**src/design/ebi_regs.svh**
```systemverilog
`ifndef EBI_REGS_SVH
`define EBI_REGS_SVH

// register offsets (word addresses on the plain register port)
`define EBI_WSCFG_ADDR      4'h0
`define EBI_SYSCTL2_ADDR    4'h1
`define EBI_STATUS_ADDR     4'h2
`define EBI_MASK_ADDR       4'h3

// field positions
`define EBI_SYSCTL2_BOOT_BIT 2
`define EBI_ST_ILLEGAL_BIT   0
`define EBI_ST_DONE_BIT      1

// reset values
`define EBI_WSCFG_RESET     16'h0000
`define EBI_MASK_RESET      16'h0000
`define EBI_BOOT_VECTOR     16'h0000

`endif

```
**src/design/ebi_pkg.sv**
```systemverilog
package ebi_pkg;
	typedef enum logic [1:0] {
		EBI_IDLE  = 2'h0,
		EBI_SOFT  = 2'h1,
		EBI_READY = 2'h3,
		EBI_END   = 2'h2
	} ebi_state_t;

	typedef enum logic [1:0] {
		EBI_SPACE_PROG = 2'h0,
		EBI_SPACE_DATA = 2'h1,
		EBI_SPACE_IO   = 2'h2
	} ebi_space_t;
endpackage

```
**src/design/ebi_external_bus_interface.sv**
```systemverilog
// Behaviour
// a slow external device pulls ready low; the access then gains wait states.
// while ready is low, wait one cycle and sample again until high.
// ready is only sampled when at least one software wait state is programmed.
// boot select low at reset: microcomputer mode, fetch internal flash at 0000h.
// boot select high at reset: microprocessor mode, fetch external memory at 0000h.
// boot select level at reset is captured into bit 2 of control register two.
// external interface signals are enabled only while the enable pin is high.
// with the enable pin low, a data space access flags an illegal address.
// in visibility mode, drive indicator low while driving the data bus, else high.
// external decode may use the drive indicator to release the data bus.
// access address appears on a 16-bit bus, bit 0 upward.
// each space strobe stays high and goes low only for its own space.
// read/write qualifier rests high and goes low only during a write.
// access strobe goes low for every off-chip bus cycle.
// read strobe is asserted for every external read of any space.
// programmed soft wait states come first, then ready extends the cycle.
// the illegal address condition is reported as a single-cycle event.
//
// Local design decisions: the address-and-strobe port and the register addresses.
`include "ebi_regs.svh"
`timescale 1ns/1ps
`default_nettype none

module ebi_external_bus_interface #(
	parameter int ADDR_W = 16,
	parameter int WS_W   = 3
) (
	input  wire logic               clk,
	input  wire logic               reset,
	// register port
	input  wire logic [3:0]         reg_addr,
	input  wire logic [15:0]        reg_wdata,
	input  wire logic               reg_write,
	input  wire logic               reg_read,
	output logic      [15:0]        reg_rdata,
	output logic                    irq,
	// core access request
	input  wire logic               acc_req,
	input  wire logic [1:0]         acc_space,
	input  wire logic               acc_write,
	input  wire logic [ADDR_W-1:0]  acc_addr,
	input  wire logic [15:0]        acc_wdata,
	input  wire logic               visibility_mode,
	output logic                    acc_busy,
	output logic                    acc_done,
	output logic      [15:0]        acc_rdata,
	output logic                    illegal_addr,
	output logic                    boot_external,
	output logic      [ADDR_W-1:0]  boot_vector,
	// pins
	input  wire logic               ready_pin,
	input  wire logic               boot_memory_select,
	input  wire logic               ext_interface_on,
	output logic      [ADDR_W-1:0]  ext_addr,
	input  wire logic [15:0]        ext_data_in,
	output logic      [15:0]        ext_data_out,
	output logic                    ext_data_oe,
	output logic                    data_space_strobe_n,
	output logic                    io_space_strobe_n,
	output logic                    program_space_strobe_n,
	output logic                    access_strobe_n,
	output logic                    read_write,
	output logic                    read_strobe_n,
	output logic                    write_strobe_n,
	output logic                    observe_mode_bus_drive_n
);

	// pin synchronisers: stage one feeds only stage two
	logic [2:0] sync1;
	logic [2:0] sync2;
	always_ff @(posedge clk) begin
		sync1 <= {ready_pin, boot_memory_select, ext_interface_on};
		sync2 <= sync1;
	end
	wire logic ready_s = sync2[2];
	wire logic boot_s  = sync2[1];
	wire logic ena_s   = sync2[0];

	// registers
	logic [15:0]     wait_state_config_reg;
	logic [15:0]     system_control_reg_two;
	logic [1:0]      status;
	logic [1:0]      mask;
	logic            boot_pending;

	ebi_pkg::ebi_state_t state;
	ebi_pkg::ebi_state_t next_state;
	logic [WS_W-1:0] ws_cnt;
	logic [1:0]      cur_space;
	logic            cur_write;

	wire logic [WS_W-1:0] soft_ws = wait_state_config_reg[WS_W-1:0];
	wire logic wr_wscfg  = reg_write && (reg_addr == `EBI_WSCFG_ADDR);
	wire logic wr_sysctl = reg_write && (reg_addr == `EBI_SYSCTL2_ADDR);
	wire logic wr_status = reg_write && (reg_addr == `EBI_STATUS_ADDR);
	wire logic wr_mask   = reg_write && (reg_addr == `EBI_MASK_ADDR);

	// a data-space access with the interface off never reaches the pins
	wire logic start_ok  = acc_req && (state == ebi_pkg::EBI_IDLE) && ena_s;
	wire logic start_bad = acc_req && (state == ebi_pkg::EBI_IDLE) && !ena_s
		&& (acc_space == ebi_pkg::EBI_SPACE_DATA);
	wire logic finishing = (state == ebi_pkg::EBI_END);

	// the synchroniser lags two cycles: an early sample would still show
	// the idle level of the ready pin from before the strobes fell
	logic [1:0]      acc_age;
	wire logic       ready_fresh = acc_age[1];
	always_ff @(posedge clk) begin
		if (reset || start_ok)
			acc_age <= 2'h0;
		else if (state != ebi_pkg::EBI_IDLE && !acc_age[1])
			acc_age <= acc_age + 2'h1;
	end

	logic [15:0] rd_mux;
	always_comb begin
		case (reg_addr)
			`EBI_WSCFG_ADDR:   rd_mux = wait_state_config_reg;
			`EBI_SYSCTL2_ADDR: rd_mux = system_control_reg_two;
			`EBI_STATUS_ADDR:  rd_mux = {14'h0000, status};
			`EBI_MASK_ADDR:    rd_mux = {14'h0000, mask};
			default:           rd_mux = 16'h0000;
		endcase
	end

	always_comb begin
		next_state = state;
		case (state)
			ebi_pkg::EBI_IDLE: begin
				if (start_ok) begin
					if (soft_ws != '0)
						next_state = ebi_pkg::EBI_SOFT;
					else
						next_state = ebi_pkg::EBI_END;
				end
			end
			ebi_pkg::EBI_SOFT: begin
				if (ws_cnt == WS_W'(1))
					next_state = ebi_pkg::EBI_READY;
			end
			ebi_pkg::EBI_READY: begin
				// one cycle per sample while the device holds ready low
				if (ready_s && ready_fresh)
					next_state = ebi_pkg::EBI_END;
			end
			ebi_pkg::EBI_END: next_state = ebi_pkg::EBI_IDLE;
			default:          next_state = ebi_pkg::EBI_IDLE;
		endcase
	end

	always_ff @(posedge clk) begin
		if (reset) begin
			state <= ebi_pkg::EBI_IDLE;
			ws_cnt <= '0;
			cur_space <= 2'h0;
			cur_write <= 1'b0;
		end else begin
			state <= next_state;
			if (start_ok) begin
				ws_cnt <= soft_ws;
				cur_space <= acc_space;
				cur_write <= acc_write;
			end else if (state == ebi_pkg::EBI_SOFT) begin
				ws_cnt <= ws_cnt - WS_W'(1);
			end
		end
	end

	// pin outputs, registered; all strobes rest high
	wire logic       active    = (next_state != ebi_pkg::EBI_IDLE);
	wire logic       pins_on   = active && ena_s;
	wire logic [1:0] sel_space = start_ok ? acc_space : cur_space;
	wire logic       sel_write = start_ok ? acc_write : cur_write;
	wire logic       drive_on  = pins_on && sel_write;
	logic            space_n [3];

	// one strobe per space, in package order: program, data, io
	for (genvar g = 0; g < 3; g++) begin : g_space
		wire logic hit = pins_on && (sel_space == 2'(g));
		always_ff @(posedge clk) begin
			if (reset)
				space_n[g] <= 1'b1;
			else
				space_n[g] <= !hit;
		end
	end
	assign program_space_strobe_n = space_n[0];
	assign data_space_strobe_n    = space_n[1];
	assign io_space_strobe_n      = space_n[2];

	always_ff @(posedge clk) begin
		if (reset) begin
			ext_addr <= '0;
			ext_data_out <= 16'h0000;
		end else if (start_ok) begin
			ext_addr <= acc_addr;
			ext_data_out <= acc_wdata;
		end
	end

	always_ff @(posedge clk) begin
		if (reset) begin
			access_strobe_n <= 1'b1;
			read_write <= 1'b1;
			read_strobe_n <= 1'b1;
			write_strobe_n <= 1'b1;
		end else begin
			access_strobe_n <= !pins_on;
			read_write <= !drive_on;
			read_strobe_n <= !(pins_on && !sel_write);
			write_strobe_n <= !drive_on;
		end
	end

	// decode logic outside may release the bus on this indication
	always_ff @(posedge clk) begin
		if (reset) begin
			ext_data_oe <= 1'b0;
			observe_mode_bus_drive_n <= 1'b1;
		end else begin
			ext_data_oe <= drive_on;
			observe_mode_bus_drive_n <= !(visibility_mode && drive_on);
		end
	end

	// core-side answer, registered
	wire logic capture_rd = finishing && !cur_write;
	always_ff @(posedge clk) begin
		if (reset) begin
			acc_busy <= 1'b0;
			acc_done <= 1'b0;
			acc_rdata <= 16'h0000;
		end else begin
			acc_busy <= active;
			acc_done <= finishing;
			if (capture_rd)
				acc_rdata <= ext_data_in;
		end
	end

	// one pulse per refused data-space request, for the error or interrupt logic
	always_ff @(posedge clk) begin
		if (reset)
			illegal_addr <= 1'b0;
		else
			illegal_addr <= start_bad;
	end

	// boot mode: the level is taken at the first clock after reset release
	always_ff @(posedge clk) begin
		if (reset) begin
			boot_pending <= 1'b1;
			system_control_reg_two <= 16'h0000;
			boot_external <= 1'b0;
			boot_vector <= '0;
		end else begin
			if (boot_pending) begin
				boot_pending <= 1'b0;
				system_control_reg_two[`EBI_SYSCTL2_BOOT_BIT] <= boot_s;
				boot_external <= boot_s;
				boot_vector <= ADDR_W'(`EBI_BOOT_VECTOR);
			end else if (wr_sysctl) begin
				// the boot-mode bit holds the level captured after reset and is not writable
				system_control_reg_two[15:3] <= reg_wdata[15:3];
				system_control_reg_two[1:0] <= reg_wdata[1:0];
			end
		end
	end

	// software registers, status and interrupt
	wire logic [1:0]  events      = {finishing, start_bad};
	wire logic [1:0]  status_clr  = wr_status ? reg_wdata[1:0] : 2'h0;
	// a new event wins over a write-one clear in the same cycle
	wire logic [1:0]  next_status = (status & ~status_clr) | events;
	wire logic [15:0] next_rdata  = reg_read ? rd_mux : 16'h0000;

	always_ff @(posedge clk) begin
		if (reset) begin
			wait_state_config_reg <= `EBI_WSCFG_RESET;
			mask <= 2'(`EBI_MASK_RESET);
		end else begin
			if (wr_wscfg)
				wait_state_config_reg <= reg_wdata;
			if (wr_mask)
				mask <= reg_wdata[1:0];
		end
	end

	always_ff @(posedge clk) begin
		if (reset) begin
			status <= 2'h0;
			irq <= 1'b0;
		end else begin
			status <= next_status;
			irq <= |(status & mask);
		end
	end

	always_ff @(posedge clk) begin
		if (reset)
			reg_rdata <= 16'h0000;
		else
			reg_rdata <= next_rdata;
	end

endmodule

`default_nettype wire

```
**config.mk**
```make
export PLATFORM = sky130hd
export DESIGN_NAME = ebi_external_bus_interface
export DESIGN_NICKNAME = d
export VERILOG_FILES = /design/src/design/ebi_pkg.sv /design/src/design/ebi_external_bus_interface.sv
export VERILOG_INCLUDE_DIRS = /design/src /design/src/design
export SDC_FILE = /design/constraint.sdc
export NUM_CORES = 1
export LEC_CHECK = 0
export BUFFER_PORTS_ARGS = -buffer_cell sky130_fd_sc_hd__buf_2
export CAP_MARGIN = 20
export CORE_AREA = 2 2 99 101
export CTS_CLUSTER_DIAMETER = 60
export DETAILED_ROUTE_END_ITERATION = 16
export DIE_AREA = 0 0 101 103
export PLACE_DENSITY_LB_ADDON = 0.2
export SYNTH_ARGS = -nofsm -noshare
export SYNTH_HDL_FRONTEND = slang
export SYNTH_SLANG_ARGS = --single-unit
```
**constraint.sdc**
```tcl
create_clock -name clk -period 2.5 [get_ports clk]
set_input_delay 0.375 -clock clk [delete_from_list [all_inputs] [get_ports clk]]
set_output_delay 0.375 -clock clk [all_outputs]
set_load 0.005 [all_outputs]
```
==> metrics.txt <==
status=completed; register area=2580 um^2; post-synthesis register bit count=129; global placement routability congestion=0.823; NetSw=1.05 mW; slowest cell delay on critical path=0.64 ns; via count=4309; vias in the first global route=4083; Finished Core Util=65.1%; syn avg cell area=8.67 um^2; Yosys warnings=0; clock tree from TritonCTS=built; Clock Latency Late Sink=0.51 ns; dpl cell area=5590 um^2; Leakage Power=2.56 nW; via/cell ratio=5.20; DRC=0; # placed instances=795; max-cap violations=0; Final Hold Viols=0; combinational fraction of design power=7.2%; clk root buf=clkbuf_8; cell taking the most area after synthesis=dfxtp_1; register share of total power=46.1%; Synth Cell Area=4830 um^2; pwr dens=758 nW/um^2; pre-CTS setup slack=0.756 ns; first-pass GRT wire length=18400 um; Starting Density=51.1%; Routed Antenna Nets=0; top area cells in the synthesized netlist=dfxtp_1, a21oi_1, nand2_1; Syn Inst Count=557; Worst slew margin=31.5%; Netlist cell types=45; Tcrit/Tclk final=72.5%; fin worst setup slack=0.687 ns; RSZ-0062 raised after global routing=no; CP Data Arrival Time=2.21 ns; worst hold slack=0.0451 ns; Worst Hold Class=in -> reg; cell internal pwr=3.62 mW; diode count=0; WL/cell=14.1 um; sequential element share of the synthesized area=53.5%; Post-synth EDFFs=0; Startpoint Class=flip-flop; Critical Path End Type=flip-flop; Clock Power Share=46.7%; Async S/R FF share, synth=0%; Critical Path RT=2.90 ns; post-synth top area share=53.5%; initial antenna violation count=0; Clk pin slew, worst setup/hold paths=0.06 ns; top-count cell post-synth=dfxtp_1; pin count of the biggest net entering global routing=102; total power=4.66 mW; sw frac=22.4%; die area=10400 um^2; hpwl dp=7780 um; Core Box Area=9460 um^2; final WL=11700 um; chip width=101 um; CP Max Fanout=37; prevailing post-synth register cell=dfxtp_1; post-CTS setup buffer count=0; Cell Chain, Critical Path=nand4bb_2 > buf_4 > nor3_1 > o21ai_0; critical path's slowest cell=dfxtp_1; Ports=174; global route overflow=0; number of I/O port buffers=157; Slew Limit Fails=0; worst vdd ir=0.000504 V; Nets=785; area grow syn2layout=27.4%; Max Clock Freq=552 MHz; final std cells w/o fill=828; final setup vio count=0; Slew @ Worst Pin=1.03 ns; gr usage total=22.7%; synth cell count leaders=dfxtp_1, nand2_1, a21oi_1; Final Skew=0.00718 ns; Tmin final=1.81 ns; Multi-input gate area=1980 um^2; fillers=828; drt first-iter violations=203; clk sinks=129; 1st-pass router iterations=4; htree depth=4; layout cells sized above 1=29.0%; final std cell area, no fill=6150 um^2; Die Span Y=103 um; final setup TNS=0 ns; CTS Buf Count=17; critical path class=reg -> reg; clock tree buffer depth=2; Rows=36
repair_timing:
action	CTS	global route
hold buffers	3	0
endpoints found under the hold margin	3	0
setup endpoints to repair	0	0
gates resized for setup	0	0
worst max-delay path: cells and delay by family, from the launching register on:
kind	cells	cell delay (ns)
DFF	1	0.64
and+or+nand+nor	2	0.41
AOI/OAI and AO/OA	1	0.26
buffers and inverters	1	0.38
final timing paths:
check,startpoint,end,depth (start not counted),slack [ns]
worst max-delay path,state[0],space_n[0],4,0.69
worst min-delay path,visibility_mode,observe_mode_bus_drive_n,2,0.05
worst max register to register,state[0],space_n[0],4,0.69
worst min register to register,sync1[1],sync2[1],0,0.32
area by class of cell:
class	instances	share of cell area, %
Clock buffer	26	8.25
Clock inverter	4	0.407
Inverter	6	0.366
Multi-Input combinational cell	379	32.2
Sequential cell	129	42.0
Tap cell	114	2.32
Timing Repair Buffer	170	14.5
per-layer routing:
layer,track usage (%),routed length (um),vias to the layer above
li1,-,-,2150
met1,27.1,4880,1986
met2,36.2,5580,162
met3,9.22,1120,11
met4,9.98,129,0
met5,0,0,-
cells by family after synthesis:
| family | after synthesis | synth area share (%) |
|---|---|---|
| other cells | 1 | 0.0776 |
| fa+ha+maj | 2 | 0.518 |
| flops | 129 | 53.5 |
| xor+xnor | 1 | 0.181 |
| buf+inv | 64 | 7.07 |
| mux | 6 | 1.30 |
| compound gates | 152 | 17.3 |
| simple gates | 202 | 20.1 |
power by group through the flow:
stage / clock network [mW] / registers, mW / logic, mW
2_1_floorplan: 0 / 2.19 / 0.189
5_1_grt: 2.32 / 2.16 / 0.374
3_3_place_gp: 0 / 2.19 / 0.324
3_5_place_dp: 0 / 2.19 / 0.332
6_report: 2.18 / 2.15 / 0.336
4_1_cts: 2.23 / 2.15 / 0.337
cells in the final DEF, fill, tap and decap left out, types with 2 or more instances in the layout:
master	count
nand2b_1	9
clkinv_2	2
buf_2	157
o21ai_1	11
nand2_1	106
buf_4	10
mux2i_1	4
inv_1	6
clkbuf_8	7
nor3b_2	2
ha_1	2
conb_1	16
nor3b_1	5
nor3_1	2
nand3_1	35
a31o_2	2
a21oi_1	88
nor2b_1	5
a22oi_1	17
dlygate4sd3_1	3
clkbuf_16	16
clkinvlp_4	2
clkbuf_1	3
nor2_1	24
a211oi_1	3
mux2_2	2
o21ai_0	26
or3_1	2
dfxtp_1	129
(Power assumes the default switching activity.)
